--- config.mk ---
export PLATFORM = sky130hd
export DESIGN_NAME = asr_host
export DESIGN_NICKNAME = d
export VERILOG_FILES = /design/src/logic/asr_count.v /design/src/logic/asr_host.v
export VERILOG_INCLUDE_DIRS = /design/src /design/src/logic
export SDC_FILE = /design/constraint.sdc
export NUM_CORES = 1
export LEC_CHECK = 0
export BUFFER_PORTS_ARGS = -buffer_cell sky130_fd_sc_hd__buf_4
export CAP_MARGIN = 0
export CORE_AREA = 2 2 96 98
export DETAILED_ROUTE_END_ITERATION = 16
export DIE_AREA = 0 0 98 100
export PLACE_DENSITY = 0.69
export SYNTH_ARGS = -nofsm -noshare
export SYNTH_HDL_FRONTEND = slang
export SYNTH_SLANG_ARGS = --single-unit
--- constraint.sdc ---
create_clock -name i_clk -period 2.35 [get_ports i_clk]
set_clock_uncertainty 0.15 [all_clocks]
set_input_delay 0.235 -clock i_clk [delete_from_list [all_inputs] [get_ports i_clk]]
set_output_delay 0.235 -clock i_clk [all_outputs]
set_load 0.05 [all_outputs]
--- src/logic/asr_map.vh ---
// Timing constants and field layout for the static memory host controller
`ifndef ASR_MAP_VH
`define ASR_MAP_VH
`define ASR_CLK_PS 20000
`define ASR_ADDR_W 18
`define ASR_DATA_W 16
`define ASR_LANE_W 8
// Times in picoseconds, figures as printed in ns
`define ASR_READ_CYCLE_MIN_PS 12000
`define ASR_ADDR_TO_DATA_DELAY_PS 12000
`define ASR_DRIVE_TO_DATA_DELAY_PS 6000
`define ASR_LANE_TO_DATA_DELAY_PS 7000
`define ASR_WRITE_CYCLE_MIN_PS 12000
`define ASR_ADDR_BEFORE_WRITE_END_PS 8000
`define ASR_STROBE_WIDTH_DRIVE_OFF_PS 8000
`define ASR_WDATA_SETUP_PS 6000
`define ASR_STROBE_FLOAT_DELAY_PS 5000
`define ASR_LANE_FLOAT_DELAY_PS 7000
`define ASR_DESELECT_FLOAT_DELAY_PS 6000
// Least times round up, at least one cycle
`define ASR_CYC_UP(ps) ((((ps) + `ASR_CLK_PS - 1) / `ASR_CLK_PS) < 1 ? 1 : \
	(((ps) + `ASR_CLK_PS - 1) / `ASR_CLK_PS))
`define ASR_READ_WAIT_CYC `ASR_CYC_UP(`ASR_ADDR_TO_DATA_DELAY_PS)
`define ASR_WRITE_PULSE_CYC `ASR_CYC_UP(`ASR_STROBE_WIDTH_DRIVE_OFF_PS)
`define ASR_FLOAT_WAIT_CYC `ASR_CYC_UP(`ASR_DESELECT_FLOAT_DELAY_PS)
`define ASR_CYCLE_GAP_CYC `ASR_CYC_UP(`ASR_WRITE_CYCLE_MIN_PS)
`endif

--- src/logic/asr_count.v ---
// Down counter used to time pin phases
`timescale 1ns/1ps
`default_nettype none
module asr_count #(
	parameter W = 4
) (
	input wire i_clk, // System clock
	input wire i_arst_n, // Async reset, active low
	input wire i_load, // Load start value
	input wire [W-1:0] i_value, // Start value
	output wire o_done // Count reached zero
);
	reg [W-1:0] cnt_reg;
	always @(posedge i_clk or negedge i_arst_n) begin
		if (!i_arst_n) begin
			cnt_reg <= {W{1'b0}};
		end else if (i_load) begin
			cnt_reg <= i_value;
		end else if (cnt_reg != {W{1'b0}}) begin
			cnt_reg <= cnt_reg - {{(W-1){1'b0}}, 1'b1};
		end
	end
	assign o_done = (cnt_reg == {W{1'b0}});
endmodule // asr_count
`default_nettype wire

--- src/logic/asr_host.v ---
// Host controller driving an asynchronous 256K x 16 static memory
// Behaviour
// RQ1 - Memory holds 262144 words; 18-bit word address selects each access.
// RQ2 - Write strobe low means write, high means read.
// RQ3 - Chip select high puts memory in standby, data bus floats.
// RQ4 - Low lane enable governs low byte, high lane enable governs high byte.
// RQ5 - Lane enables active low; both high means no byte moves.
// RQ6 - Read: select and drive enable low, strobe high; enabled lanes drive.
// RQ7 - Write: select and strobe low; only enabled lanes are stored.
// RQ8 - Select low, drive enable and strobe high: outputs float.
// RQ9 - Read data valid 12 ns after address/select, 6 ns after drive enable.
// RQ10 - Memory holds old data 3 ns after address changes.
// RQ11 - Lane data valid 7 ns after lane enable falls; floats 7 ns after.
// RQ12 - Outputs float 6 ns after select rises; standby within 12 ns.
// RQ13 - Host spaces accesses at least one 12 ns cycle apart.
// RQ14 - Host keeps address and select valid 8 ns before write end.
// RQ15 - Address may change at write end and apply at write start.
// RQ16 - Host holds strobe low 8 ns, 9 ns with drive enable low.
// RQ17 - Write data set up 6 ns before end; lane enable low 8 ns.
// RQ18 - Memory floats data 5 ns after strobe falls; redrives 3 ns after rise.
// RQ19 - Write spans overlap of select, strobe and lane enable.
// RQ20 - Memory has no reset; contents undefined until written.
// RQ21 - Host never drives data bus while memory drives a read.
`timescale 1ns/1ps
`default_nettype none
`include "asr_map.vh"
module asr_host #(
	parameter AW = `ASR_ADDR_W,
	parameter DW = `ASR_DATA_W
) (
	input wire i_clk, // 50 MHz system clock
	input wire i_arst_n, // Async reset, active low
	input wire i_req, // Request pulse, taken when o_ready high
	input wire i_we, // 1 write, 0 read
	input wire [AW-1:0] i_addr, // Word address
	input wire [1:0] i_lane_en, // Bit0 low byte, bit1 high byte, active high
	input wire [DW-1:0] i_wdata, // Write data
	output reg o_ready, // Idle, may take request
	output reg o_rvalid, // Read data valid pulse
	output reg [DW-1:0] o_rdata, // Read data
	output reg o_wdone, // Write finished pulse
	output reg [AW-1:0] o_word_addr, // Memory address pins
	output reg o_chip_sel_n, // Chip select, active low
	output reg o_drive_en_n, // Output enable, active low
	output reg o_write_strobe_n, // Write strobe, active low
	output reg o_low_lane_sel_n, // Low lane enable
	output reg o_high_lane_sel_n, // High lane enable
	output reg [DW-1:0] o_data_bus, // Data bus out
	output reg o_data_bus_oe, // High while host drives data bus
	input wire [DW-1:0] i_data_bus // Data bus in
);
	localparam CW = 4;
	// Counts worked out as integers, then cut to the counter width on purpose
	localparam integer READ_WAIT_I = `ASR_READ_WAIT_CYC;
	localparam integer WRITE_PULSE_I = `ASR_WRITE_PULSE_CYC;
	localparam integer FLOAT_WAIT_I = `ASR_FLOAT_WAIT_CYC;
	localparam integer GAP_I = `ASR_CYCLE_GAP_CYC;
	localparam [CW-1:0] READ_WAIT = READ_WAIT_I[CW-1:0];
	localparam [CW-1:0] WRITE_PULSE = WRITE_PULSE_I[CW-1:0];
	localparam [CW-1:0] FLOAT_WAIT = FLOAT_WAIT_I[CW-1:0];
	localparam [CW-1:0] GAP = GAP_I[CW-1:0];
	localparam [5:0] S_IDLE = 6'h01;
	localparam [5:0] S_RD = 6'h02;
	localparam [5:0] S_RSAMP = 6'h04;
	localparam [5:0] S_WSET = 6'h08;
	localparam [5:0] S_WPULSE = 6'h10;
	localparam [5:0] S_GAP = 6'h20;

	reg [5:0] state_reg;
	reg [5:0] state_next;
	reg load;
	reg [CW-1:0] load_val;
	wire done;
	// Two-flop sync of the memory's data pins
	reg [DW-1:0] din_s1_reg;
	reg [DW-1:0] din_s2_reg;

	asr_count #(.W(CW)) u_cnt (
		.i_clk(i_clk),
		.i_arst_n(i_arst_n),
		.i_load(load),
		.i_value(load_val),
		.o_done(done)
	);

	always @(posedge i_clk or negedge i_arst_n) begin
		if (!i_arst_n) begin
			din_s1_reg <= {DW{1'b0}};
			din_s2_reg <= {DW{1'b0}};
		end else begin
			din_s1_reg <= i_data_bus;
			din_s2_reg <= din_s1_reg;
		end
	end

	always @* begin
		state_next = state_reg;
		load = 1'b0;
		load_val = {CW{1'b0}};
		case (state_reg)
			S_IDLE: begin
				if (i_req) begin
					load = 1'b1;
					if (i_we) begin
						// Two cycles with bus released before the strobe
						state_next = S_WSET; // RQ21
						load_val = FLOAT_WAIT;
					end else begin
						state_next = S_RD;
						load_val = READ_WAIT; // RQ9
					end
				end
			end
			S_RD: begin
				// Three extra cycles let the synchroniser see settled data
				if (done) begin
					state_next = S_RSAMP;
					load = 1'b1;
					load_val = 4'h2;
				end
			end
			S_RSAMP: begin
				if (done) begin
					state_next = S_GAP;
					load = 1'b1;
					load_val = GAP; // RQ13
				end
			end
			S_WSET: begin
				if (done) begin
					state_next = S_WPULSE;
					load = 1'b1;
					load_val = WRITE_PULSE; // RQ16
				end
			end
			S_WPULSE: begin
				if (done) begin
					state_next = S_GAP;
					load = 1'b1;
					load_val = GAP; // RQ13
				end
			end
			S_GAP: begin
				if (done) begin
					state_next = S_IDLE;
				end
			end
			default: begin
				state_next = S_IDLE;
			end
		endcase
	end

	always @(posedge i_clk or negedge i_arst_n) begin
		if (!i_arst_n) begin
			state_reg <= S_IDLE;
			o_ready <= 1'b1;
			o_rvalid <= 1'b0;
			o_rdata <= {DW{1'b0}};
			o_wdone <= 1'b0;
			o_word_addr <= {AW{1'b0}};
			o_chip_sel_n <= 1'b1;
			o_drive_en_n <= 1'b1;
			o_write_strobe_n <= 1'b1;
			o_low_lane_sel_n <= 1'b1;
			o_high_lane_sel_n <= 1'b1;
			o_data_bus <= {DW{1'b0}};
			o_data_bus_oe <= 1'b0;
		end else begin
			state_reg <= state_next;
			o_rvalid <= 1'b0;
			o_wdone <= 1'b0;
			o_ready <= (state_next == S_IDLE);
			if (state_reg == S_IDLE && i_req) begin
				// Address and lanes set up before strobe or read
				o_word_addr <= i_addr; // RQ1
				o_chip_sel_n <= 1'b0;
				o_low_lane_sel_n <= ~i_lane_en[0]; // RQ4
				o_high_lane_sel_n <= ~i_lane_en[1]; // RQ5
				o_write_strobe_n <= 1'b1;
				if (i_we) begin
					o_drive_en_n <= 1'b1; // RQ21
					o_data_bus <= i_wdata;
				end else begin
					o_drive_en_n <= 1'b0; // RQ6
					o_data_bus_oe <= 1'b0;
				end
			end
			if (state_reg == S_WSET && done) begin
				o_write_strobe_n <= 1'b0; // RQ2
				o_data_bus_oe <= 1'b1; // RQ17
			end
			if (state_reg == S_WPULSE && done) begin
				// Strobe rise ends write; address, select, data held 0 hold
				o_write_strobe_n <= 1'b1; // RQ19
				o_chip_sel_n <= 1'b1; // RQ14
				o_low_lane_sel_n <= 1'b1;
				o_high_lane_sel_n <= 1'b1;
				o_data_bus_oe <= 1'b0; // RQ15
				o_wdone <= 1'b1;
			end
			if (state_reg == S_RSAMP && done) begin
				// Disabled lane reads as zero, it floats at the memory
				o_rdata <= {o_high_lane_sel_n ? {`ASR_LANE_W{1'b0}} : din_s2_reg[DW-1:`ASR_LANE_W],
					o_low_lane_sel_n ? {`ASR_LANE_W{1'b0}} : din_s2_reg[`ASR_LANE_W-1:0]};
				o_rvalid <= 1'b1;
				o_chip_sel_n <= 1'b1; // RQ3
				o_drive_en_n <= 1'b1; // RQ8
				o_low_lane_sel_n <= 1'b1;
				o_high_lane_sel_n <= 1'b1;
			end
		end
	end
endmodule // asr_host
`default_nettype wire

### Yosys cells after proc, flatten, opt, wreduce, memory -nomap -nowiden

Cells that the tools add are included.

| storage, ports and cells | value |
|---|---|
| flip-flop bits (word level) | 101 |
| input port bits | 56 |
| output and inout bits | 59 |
| word-level logic and storage cells | 81 |

| cells by class | value |
|---|---|
| add/subtract/negate cells | 1 |
| equal/unequal tests | 8 |
| muxes and demuxes | 39 |
| bitwise operators | 2 |
| reductions and logical operators | 15 |

Operators by type and width:

| kind | count |
|---|---|
| $mux W6 | 5 |
| $pmux W6 S5 | 1 |
| $mux W1 | 25 |
| $mux W8 | 2 |
| $eq A6 B1 Y1 const B | 2 |
| $mux W4 | 3 |
| $eq A6 B2 Y1 const B | 1 |
| $eq A6 B3 Y1 const B | 1 |
| $eq A6 B4 Y1 const B | 1 |
| $eq A6 B5 Y1 const B | 1 |
| $eq A6 B6 Y1 const B | 1 |
| $pmux W2 S3 | 1 |
| $reduce_bool A3 Y1 | 2 |
| $logic_and A1 B1 Y1 | 4 |
| $logic_not A4 Y1 | 1 |
| $reduce_and A2 Y1 | 2 |
| $reduce_bool A2 Y1 | 2 |
| $reduce_bool A4 Y1 | 1 |
| $reduce_or A4 Y1 | 1 |
| $sub A4 B1 Y4 const B | 1 |
| $ne A3 B1 Y1 const B | 1 |
| $reduce_or A3 Y1 | 1 |
| $mux W2 | 1 |
| $not A1 Y1 | 2 |
| 2 further kinds | 2 |

### Logic depth before layout (Yosys ltp)

Gate-level depths: netlist (run 1).

| logic depth | value |
|---|---|
| depth after elaboration | 5 |
| mapped depth | 9 |
| mapped depth without buffers | 6 |

### Cells and area by module

A second synthesis (run 1) with hierarchy kept.

| unflattened totals | value |
|---|---|
| cell total of the unflattened synthesis | 309 |
| area, all modules | 3,769.9 µm² |

By module, submodules not included:

| module | instances | cells an instance | area an instance (µm²) |
|---|---|---|---|
| asr_host | 1 | 287 | 3,535.9 |
| asr_count | 1 | 22 | 234.0 |

### Worst setup path before layout (run 1)

No wires, ideal clock.

| path | value |
|---|---|
| kind | flip-flop to flip-flop |
| start point | register u_cnt.cnt_reg[0] |
| end point | register o_rdata[0] |
| library setup time | 0.122 ns |
| arrival time | 1.987 ns |
| required time | 2.078 ns |
| path slack | 0.091 ns |
| stages on the path, launching flop included | 10 |
| buffers on the path | 3 |
| period minus slack after synthesis | 2.259 ns |
| cells stage by stage | dfrtp_1 > inv_1 > ha_1 > or3b_1 > buf_2 > or4b_4 > buf_6 > buf_6 > nand2_1 > o21ai_1 |

| on the way | value |
|---|---|
| word-level cells in the longest chain between the ends | 2 |

Ends and longest elaborated chain:

| element | RTL line | RTL |
|---|---|---|
| start: declaration | asr_count.v:13 | `reg [W-1:0] cnt_reg;` |
| start signal: assignment | asr_count.v:16 | `cnt_reg <= {W{1'b0}};` |
| start signal: assignment | asr_count.v:18 | `cnt_reg <= i_value;` |
| start signal: assignment | asr_count.v:20 | `cnt_reg <= cnt_reg - {{(W-1){1'b0}}, 1'b1};` |
| $logic_not A4 Y1 | asr_count.v:23 | `assign o_done = (cnt_reg == {W{1'b0}});` |
| $logic_and A1 B1 Y1 | asr_host.v:202 | `if (state_reg == S_RSAMP && done) begin` |
| end signal: assignment | asr_host.v:159 | `o_rdata <= {DW{1'b0}};` |
| end signal: assignment | asr_host.v:204 | `` o_rdata <= {o_high_lane_sel_n ? {`ASR_LANE_W{1'b0}} : din_s2_reg[DW-1:`ASR_LANE_W], `` |
| end: declaration | asr_host.v:40 | `output reg [DW-1:0] o_rdata,` |

Every way passes these cells.
A chain may end at the register's enable or synchronous reset.

### Worst setup path after layout (run 1)

Same ends and word-level chain as after synthesis.

==> results of run 1 <==
[synth_stat cells (all sizes together), types with 2 or more instances]
master	n	area share, %
dfstp	7	4.8
or3	2	0.33
nor2b	3	0.49
nand2b	17	2.8
nand3b	2	0.39
nor3	4	0.53
o21a	2	0.39
o21ai	22	4.2
a211oi	2	0.39
inv	4	0.39
nor2	8	0.79
a21o	3	0.59
clkbuf	7	0.69
nand3	6	0.79
a21oi	3	0.39
o211ai	5	0.99
nand2	76	7.8
xnor2	2	0.46
buf	8	1.9
ha	2	0.66
dfrtp	94	62
nor4	3	0.49
or4b	2	0.62
mux2	16	4.7
[cells in the final DEF, fill, tap and decap left out, drive strengths merged, types with 4 or more instances in the layout]
master | synthesis | routed
buf | 8 | 122
dfrtp | 94 | 94
nand2 | 76 | 76
dlygate4sd3 | 0 | 53
o21ai | 22 | 22
nand2b | 17 | 17
mux2 | 16 | 16
clkbuf | 7 | 10
nor2 | 8 | 8
dfstp | 7 | 7
nand3 | 6 | 6
o211ai | 5 | 5
inv | 4 | 5
nor3 | 4 | 4
[area by class of cell]
type | instances | area, µm² | share of cell area, %
clock buffers | 10 | 128 | 2.31
clock inverters | 6 | 72.6 | 1.31
inverters | 4 | 15.0 | 0.272
multi-input cells | 192 | 1170 | 21.3
flip-flops and latches | 101 | 2540 | 45.9
well taps | 111 | 139 | 2.51
repair buffers | 175 | 1460 | 26.4
[layer usage]
metal | vias to the layer above | wire length [µm] | global-route usage [%]
met5 | - | 0 | 0
met4 | 0 | 87 | 4.81
met3 | 8 | 520 | 5.29
met2 | 72 | 4220 | 28.6
met1 | 1440 | 3740 | 24.4
li1 | 1383 | - | -
[power breakdown]
| part | internal (mW) | leakage (nW) | switching [mW] | total [mW] |
|---|---|---|---|---|
| combinational | 1.11 | 1.36 | 2.10 | 3.20 |
| clock | 0.502 | 0.0971 | 0.587 | 1.09 |
| sequential | 2.23 | 1.24 | 0.321 | 2.55 |
| total | 3.84 | 2.70 | 3.00 | 6.84 |
[through the flow]
stage / cell area (µm²) / power, mW / std cells / setup WS, ns
final: 5520 / 6.84 / 599 / 0.122
after global routing: 5520 / 7.25 / 599 / 0.0115
after CTS: 5510 / 6.89 / 598 / 0.0206
after detailed placement: 4780 / 5.70 / 529 / 0.0489
after global placement: 4780 / 5.63 / 529 / 0.0876
after floorplan: 3810 / 4.71 / 311 / 0.0911
[cells by family (layout without fill, tap and decap cells)]
logic type,after synthesis,after routing,synth area share (%)
AOI/OAI and AO/OA,41,41,7.88
DFF,101,101,66.6
buffers and inverters,19,195,3.02
adders and majority gates,2,2,0.657
xor gates and xnor gates,3,3,0.690
and+or+nand+nor,128,129,16.2
muxes,17,17,4.99
[worst min-delay path: stages]
cell,delay (ns)
buf_4,0.09
o21a_1,0.11
a21o_1,0.11
[final timing paths]
check,from,to,slack [ns],cells past startpoint
worst max-delay path,u_cnt.cnt_reg[0]$_DFFE_PN0P_,o_rdata[0]$_DFFE_PN0P_,0.12,6
worst min-delay path,i_we,o_data_bus_oe$_DFFE_PN0P_,0.07,3
worst max register to register,u_cnt.cnt_reg[0]$_DFFE_PN0P_,o_rdata[0]$_DFFE_PN0P_,0.12,6
worst min register to register,din_s1_reg[12]$_DFF_PN0_,din_s2_reg[12]$_DFF_PN0_,0.20,0
max in group asynchronous,i_arst_n,o_data_bus[8]$_DFFE_PN0P_,1.11,3
min in group asynchronous,i_arst_n,o_rdata[3]$_DFFE_PN0P_,0.26,2
[timing repair]
| item | CTS | global route |
|---|---|---|
| endpoints found under the hold margin | 86 | 0 |
| hold buffers | 53 | 0 |
| gates resized for setup | 0 | 2 |
| setup endpoints to repair | 0 | 16 |
==> run_results.csv, run 1 <==
group,metric,value,unit
clock_network,post_cts_buffers,0,
sta,finalCritPeriodShare,94.8,%
route,viasPerCell,4.85,
critical_path,startpoint_type,"flop",
yosys,netlist_instances,311,
global_routing,first_global_vias,2822,
sta,rsz0062_at_grt,"no",
critical_path,cp_slowest_cell,"or4b_4",
clock_network,htree_levels,3,
critical_path,critical_path.max_stage_delay,0.69,ns
place,io_buffers,114,
min_path,hold_class,"primary input to flop",
critical_path,path_class,"flop to flop",
floorplanning,initial_core_util,42.9,%
final_layout,diodes,0,
final_layout,nFillCells,688,
critical_path,cp.arrival,2.32,ns
floorplanning,core_area,0.00889,mm²
run_status,outcome,"finished, final reports clean",
yosys,synth.cell_area,0.00381,mm²
yosys,synth_nets,369,
critical_path,critPathMaxFanout,17,
floorplanning,fp.dieH,100,µm
floorplanning,io_pins,115,
global_routing,antenna_found_initial,0,
sta,worst_slew_pin_slew,0.602,ns
critical_path,crit_required,2.44,ns
sta,min_period,2.23,ns
final_layout,nets,541,
clock_network,clkSinkCount,101,
global_routing,grt_max_degree,44,
yosys,yosysSeqAreaShare,66.6,%
flow_run,cap_viol_max_count,0,
clock_network,worstSkewPairLatency,0.35,ns
critical_path,crit_buf_inv,1,
final_layout,regMostFlops,"o_word_addr",
global_routing,grt_use_total,18.0,%
final_layout,area_delta_synth_final,45.0,%
yosys,ys_seq_elements,101,
yosys,syn_area_per_cell,12.3,µm²
sta,setup_viol,0,
global_routing,grt_pass1_wl,14.0,mm
clock_network,cts_root_buf,"clkbuf_8",
place,gp_congestion,0.837,
final_layout,largest_reg_flops,18,
final_layout,fin_util,62.1,%
floorplanning,rows,35,
clock_network,cts_buffer_depth,2,
sta,hold_ws,0.0701,ns
power_and_ir_drop,peakVddDrop,0.000607,V
sta,setup_tns,0,ns
critical_path,cp-end-kind,"flop",
global_routing,grt_overflow,0,
yosys,yosysUniqueCellTypes,41,
route,drc_errors,0,
power_and_ir_drop,power_density,1240,mW/mm²
yosys,synth_edf_count,0,
critical_path,critPathTopFamily,"simple AND/OR/NAND/NOR gates",
yosys,synthArstFlopShare,100,%
power_and_ir_drop,leakage,2.70,nW
sta,relSlewSlack,59.7,%
floorplanning,dieArea,0.00980,mm²
sta,final-max-slew-violation-count,0,
sta,hold_viol,0,
route,wirelength,8.56,mm
floorplanning,fp.dieW,98,µm
sta,fmax,0.449,GHz
yosys,synth_ff_type,"dfrtp_1",
clock_network,cts_tree,"yes",
route,num_vias,2903,
route,drt_iter0_markers,141,
route,postRouteAntennaNets,0,
place,hpwl,5.36,mm
route,avgRoutedWirePerCell,14.3,µm
yosys,yosys_warnings,0,
clock_network,clk_pin_slew,0.09,ns
route,firstDrtPassIters,4,
critical_path,path_cells,"inv_1, ha_1, or3b_4, or4b_4, nand2_1, o21ai_1",
clock_network,cts-buffers-inserted,9,
final_layout,drive_gt1_share,37.5,%
No activity file was read; power rests on OpenSTA's default activity.
==> run 2: changes to the inputs <==
--- a/config.mk
+++ b/config.mk
@@ -8,10 +8,10 @@
 export LEC_CHECK = 0
 export BUFFER_PORTS_ARGS = -buffer_cell sky130_fd_sc_hd__buf_4
 export CAP_MARGIN = 0
-export CORE_AREA = 2 2 96 98
+export CORE_AREA = 2 2 68 134
 export DETAILED_ROUTE_END_ITERATION = 16
-export DIE_AREA = 0 0 98 100
-export PLACE_DENSITY = 0.69
+export DIE_AREA = 0 0 70 136
+export PLACE_DENSITY = 0.71
 export SYNTH_ARGS = -nofsm -noshare
 export SYNTH_HDL_FRONTEND = slang
 export SYNTH_SLANG_ARGS = --single-unit
==> run 2 against run 1 <==
Clock-buffer cell count unchanged; non-clock buffer count fell by 1; core utilization rose by 3.7 points; sequential power about the same; global-route usage increased by 0.55 points; critical path type unchanged; largest cell class unchanged; largest power group unchanged.
==> run_results.csv, run 2 (synthesis results as in run 1) <==
group,metric,value,unit
floorplanning,initial_core_util,44.7,%
critical_path,cp.arrival,2.31,ns
route,num_vias,2905,
clock_network,clkSinkCount,101,
route,postRouteAntennaNets,0,
final_layout,instances_no_fill,587,
critical_path,path_cells,"inv_1, ha_1, or3b_1, or4b_4, nand2_1, o21ai_2",
global_routing,grt_pass1_wl,13.6,mm
clock_network,cts_tree,"yes",
route,wirelength,8.61,mm
sta,rsz0062_at_grt,"no",
clock_network,post_cts_buffers,0,
global_routing,antenna_found_initial,0,
power_and_ir_drop,p_total,7.26,mW
sta,finalCritPeriodShare,95.3,%
global_routing,grt_overflow,0,
sta,setup_tns,0,ns
final_layout,multi_input_area,0.00117,mm²
global_routing,grt_max_degree,47,
sta,final-max-slew-violation-count,0,
clock_network,clk_pin_slew,0.07,ns
place,gp_congestion,0.792,
route,wl_met3,287,µm
sta,fin_ws,0.110,ns
route,drt_iter0_markers,150,
place,dpl_cell_area,0.00476,mm²
critical_path,critical_path.max_stage_delay,0.70,ns
clock_network,cts_buffer_depth,2,
clock_network,htree_levels,3,
final_layout,regMostFlops,"o_word_addr",
final_layout,nets,540,
route,avgRoutedWirePerCell,14.7,µm
power_and_ir_drop,peakVddDrop,0.000808,V
route,wl_met2,4.73,mm
final_layout,final_common_cell,"buf_4",
critical_path,critPathMaxFanout,17,
final_layout,drive_gt1_share,37.4,%
route,wl_met1,3.27,mm
floorplanning,io_pins,115,
sta,hold_viol,0,
sta,fmax,0.446,GHz
critical_path,critPathTopFamily,"simple AND/OR/NAND/NOR gates",
critical_path,path_class,"flop to flop",
power_and_ir_drop,leakage,2.74,nW
place,dpl.cell_count,517,
floorplanning,dieArea,0.00952,mm²
final_layout,mostFrequentLayoutCells,"buf_4 (120), dfrtp_1 (94), nand2_1 (71), dlygate4sd3_1 (53), nand2b_1 (17)",
final_layout,fin_util,65.8,%
floorplanning,rows,48,
clock_network,cts-buffers-inserted,9,
sta,hold_ws,0.0912,ns
final_layout,largest_reg_flops,18,
min_path,hold_class,"primary input to flop",
critical_path,crit_buf_inv,1,
clock_network,cts_root_buf,"clkbuf_16",
final_layout,stdcell_area,0.00561,mm²
clock_network,worstSkewPairLatency,0.33,ns
sta,worst_slew_pin_slew,0.582,ns
route,viasPerCell,4.95,
global_routing,first_global_vias,2882,
sta,setup_viol,0,
floorplanning,fp.dieW,70,µm
power_and_ir_drop,power_density,1290,mW/mm²
route,top_layer,"met4",
sta,relSlewSlack,60.8,%
flow_run,cap_viol_max_count,0,
final_layout,register_area,0.00254,mm²
critical_path,cp_slowest_cell,"or4b_4",
critical_path,startpoint_type,"flop",
floorplanning,core_area,0.00853,mm²
route,drc_errors,0,
place,io_buffers,114,
place,place_ws,0.0251,ns
final_layout,diodes,0,
run_status,outcome,"finished, final reports clean",
critical_path,cp-end-kind,"flop",
final_layout,nFillCells,647,
place,hpwl,5.56,mm
global_routing,grt_use_total,18.5,%
critical_path,crit_required,2.42,ns
floorplanning,fp.dieH,136,µm
sta,min_period,2.24,ns
route,firstDrtPassIters,4,
final_layout,area_delta_synth_final,47.3,%
==> run 2: area by class of cell <==
type / count / share of cell area [%]
Multi-Input combinational cell: 192 / 20.9
Tap cell: 100 / 2.23
Sequential cell: 101 / 45.2
Clock inverter: 6 / 1.29
Clock buffer: 10 / 4.26
Timing Repair Buffer: 174 / 25.9
Inverter: 4 / 0.268
==> run 2: worst paths after layout <==
| check | from | end | depth (start not counted) | slack, ns |
|---|---|---|---|---|
| min in group asynchronous | i_arst_n | din_s2_reg[11]$_DFF_PN0_ | 2 | 0.28 |
| setup reg to reg | u_cnt.cnt_reg[0]$_DFFE_PN0P_ | o_rdata[9]$_DFFE_PN0P_ | 6 | 0.11 |
| hold reg to reg | din_s1_reg[11]$_DFF_PN0_ | din_s2_reg[11]$_DFF_PN0_ | 0 | 0.20 |
| setup / recovery | u_cnt.cnt_reg[0]$_DFFE_PN0P_ | o_rdata[9]$_DFFE_PN0P_ | 6 | 0.11 |
| max in group asynchronous | i_arst_n | o_chip_sel_n$_DFFE_PN1P_ | 3 | 1.08 |
| hold / removal | i_we | o_data_bus_oe$_DFFE_PN0P_ | 3 | 0.09 |
==> run 2: power by group <==
group / leakage [nW] / switching, mW / internal (mW) / total (mW)
clock network: 0.149 / 0.626 / 0.861 / 1.49
logic: 1.35 / 2.10 / 1.11 / 3.21
registers: 1.24 / 0.326 / 2.23 / 2.56
==> run 2: worst reg2reg max path: stages, from the launching register on <==
cell and delay (ns):
dfrtp_1 0.40, inv_1 0.09, ha_1 0.17, or3b_1 0.42, or4b_4 0.70, nand2_1 0.15, o21ai_2 0.06
==> run 2: metal layers <==
layer / global-route usage [%] / vias up
met5: 0 / -
met4: 9.94 / 0
met3: 4.08 / 23
met2: 32.1 / 86
met1: 21.1 / 1413
li1: - / 1383
==> run 2: timing repair <==
item / 4_1_cts / 5_1_grt
hold endpoints to repair: 88 / 0
resized for setup: 0 / 1
hold buffers: 53 / 0
setup endpoints to repair: 0 / 16
==> run 3: changes to the inputs <==
--- a/config.mk
+++ b/config.mk
@@ -9,9 +9,11 @@
 export BUFFER_PORTS_ARGS = -buffer_cell sky130_fd_sc_hd__buf_4
 export CAP_MARGIN = 0
 export CORE_AREA = 2 2 68 134
+export CTS_CLUSTER_DIAMETER = 40
 export DETAILED_ROUTE_END_ITERATION = 16
 export DIE_AREA = 0 0 70 136
-export PLACE_DENSITY = 0.71
+export PLACE_DENSITY = 0.7
 export SYNTH_ARGS = -nofsm -noshare
 export SYNTH_HDL_FRONTEND = slang
+export SYNTH_HIERARCHICAL = 1
 export SYNTH_SLANG_ARGS = --single-unit
==> run 3 against run 2 <==
Clock power is 5% lower; critical endpoint is now u_cnt/cnt_reg[3]$_DFFE_PN0P_; sequential power is 2% lower; first-iteration DRC count is 2.7% lower; critical path depth is 1 higher; synthesized area is 1.1% lower; maximum frequency is 1.7% higher.
==> run_results.csv, run 3 <==
group,metric,value,unit
run_status,outcome,"finished, final reports clean",
yosys,synth.cell_area,0.00377,mm²
sta,setup_viol,0,
place,place_ws,0.00830,ns
final_layout,final_common_cell,"buf_4",
floorplanning,core_area,0.00853,mm²
sta,hold_viol,0,
min_path,hold_class,"primary input to flop",
yosys,ys_seq_elements,101,
route,drt_iter0_markers,146,
final_layout,mostFrequentLayoutCells,"buf_4 (123), dfrtp_1 (94), nand2_1 (80), dlygate4sd3_1 (53), o21ai_0 (23)",
sta,rsz0062_at_grt,"no",
sta,fmax,0.454,GHz
yosys,synth_edf_count,0,
final_layout,area_delta_synth_final,48.3,%
route,num_vias,2910,
critical_path,path_class,"flop to flop",
clock_network,worstSkewPairLatency,0.34,ns
global_routing,grt_pass1_wl,14.9,mm
global_routing,grt.met1_usage,22.0,%
yosys,yosysUniqueCellTypes,42,
place,dpl.cell_count,517,
clock_network,cts-buffers-inserted,9,
floorplanning,dieArea,0.00952,mm²
sta,setup_tns,0,ns
sta,fin_ws,0.148,ns
final_layout,diodes,0,
sta,worst_slew_pin_slew,0.549,ns
yosys,yosys_warnings,6,
flow_run,cap_viol_max_count,0,
sta,finalCritPeriodShare,93.7,%
yosys,synth_ff_type,"dfrtp_1",
critical_path,cp_slowest_cell,"dfrtp_1",
route,viasPerCell,4.96,
critical_path,startpoint_type,"flop",
global_routing,grt_max_degree,44,
place,io_buffers,114,
global_routing,top_usage_layer,"met2",
final_layout,drive_gt1_share,35.3,%
critical_path,critical_path.max_stage_delay,0.59,ns
critical_path,reg2reg_depth,7,
final_layout,fin_util,65.5,%
critical_path,cp.arrival,2.27,ns
sta,relSlewSlack,63.4,%
sta,hold_ws,0.0406,ns
yosys,yosys.area.top_type,"dfrtp_1",
yosys,synthArstFlopShare,100,%
critical_path,cp-end-kind,"flop",
route,drc_errors,0,
floorplanning,initial_core_util,44.2,%
critical_path,critPathMaxFanout,10,
route,postRouteAntennaNets,0,
sta,final-max-slew-violation-count,0,
floorplanning,fp.dieW,70,µm
final_layout,stdcell_area,0.00559,mm²
floorplanning,io_pins,115,
clock_network,clk_pin_slew,0.07,ns
clock_network,clkSinkCount,101,
place,gp_congestion,0.763,
clock_network,htree_levels,3,
yosys,netlist_instances,309,
power_and_ir_drop,leakage,2.79,nW
global_routing,grt_use_total,20.3,%
global_routing,first_global_vias,3063,
critical_path,crit_required,2.42,ns
yosys,syn_area_per_cell,12.2,µm²
route,firstDrtPassIters,5,
yosys,synth.most_common_cell,"dfrtp_1",
final_layout,instances_no_fill,587,
global_routing,grt_overflow,0,
global_routing,antenna_found_initial,0,
yosys,synth_area_leaders,"dfrtp_1 (62%), nand2_1 (8.0%), dfstp_2 (4.9%)",
global_routing,met3_usage,5.04,%
final_layout,largest_reg_flops,18,
yosys,yosysSeqAreaShare,67.3,%
place,dpl_cell_area,0.00476,mm²
power_and_ir_drop,peakVddDrop,0.000855,V
floorplanning,fp.dieH,136,µm
final_layout,nets,539,
power_and_ir_drop,power_density,1250,mW/mm²
route,wirelength,9.20,mm
power_and_ir_drop,p_total,6.97,mW
global_routing,grt_util_met2,36.0,%
yosys,synth_top_area_share,62.4,%
sta,min_period,2.20,ns
min_path,worstHoldPathCells,2,
clock_network,cts_buffer_depth,2,
clock_network,cts_root_buf,"clkbuf_16",
place,hpwl,5.86,mm
yosys,synth_common_cells,"dfrtp_1 (94), nand2_1 (80), o21ai_0 (24), nand2b_1 (17), clkbuf_1 (10)",
final_layout,regMostFlops,"o_word_addr",
floorplanning,rows,48,
clock_network,cts_tree,"yes",
critical_path,path_cells,"xor2_1, o21ai_0, o22a_1, o41ai_2, buf_4, nor3_1, a221o_1",
route,avgRoutedWirePerCell,15.7,µm
[run 3: logic make-up (layout without fill, tap and decap cells)]
logic type	after synthesis	count (layout)	share of synthesized area, %
compound gates	37	37	5.84
xor+xnor	3	3	0.697
fa+ha+maj	1	1	0.332
buf+inv	20	197	2.49
flops	101	101	67.3
mux	19	19	6.51
other cells	1	2	0.0995
simple gates	127	127	16.8
[run 3: routing by layer]
| metal | vias up | part of all wire (%) |
|---|---|---|
| li1 | 1363 | - |
| met1 | 1427 | 36 |
| met2 | 92 | 56 |
| met3 | 28 | 4.2 |
| met4 | 0 | 4.1 |
| met5 | - | 0 |
[run 3: area by class of cell]
cell class,count,area [µm²]
Inverter,4,15.0
Tap cell,100,125
Sequential cell,101,2540
Fill cell,654,2940
Clock inverter,7,57.6
Timing Repair Buffer,177,1470
Clock buffer,9,225
Multi-Input combinational cell,189,1160
[run 3: power breakdown]
part / switching (mW) / internal, mW
logic: 1.95 / 1.09
registers: 0.317 / 2.20
clock network: 0.668 / 0.737
[run 3: path summary, 6_finish.rpt]
path / slack, ns / start / endpoint
worst max-delay path: 0.15 / state_reg[3]$_DFF_PN0_ / u_cnt/cnt_reg[3]$_DFFE_PN0P_
worst min-delay path: 0.04 / i_we / state_reg[3]$_DFF_PN0_
worst max register to register: 0.15 / state_reg[3]$_DFF_PN0_ / u_cnt/cnt_reg[3]$_DFFE_PN0P_
worst min register to register: 0.19 / din_s1_reg[13]$_DFF_PN0_ / din_s2_reg[13]$_DFF_PN0_
max in group asynchronous: 1.09 / i_arst_n / o_chip_sel_n$_DFFE_PN1P_
min in group asynchronous: 0.29 / i_arst_n / o_rdata[1]$_DFFE_PN0P_
[run 3: critical path, delay by kind of cell (launching register included)]
| family | cells | cell delay, ns |
|---|---|---|
| compound gates | 4 | 0.85 |
| xor+xnor | 1 | 0.22 |
| buf+inv | 1 | 0.20 |
| flops | 1 | 0.59 |
| simple gates | 1 | 0.06 |
[run 3: what timing repair did]
action	in CTS	in global routing
resized for setup	0	4
pin swaps	0	0
setup endpoints to repair	1	15
endpoints found under the hold margin	88	0
hold buffers	53	0
setup buffers	1	0
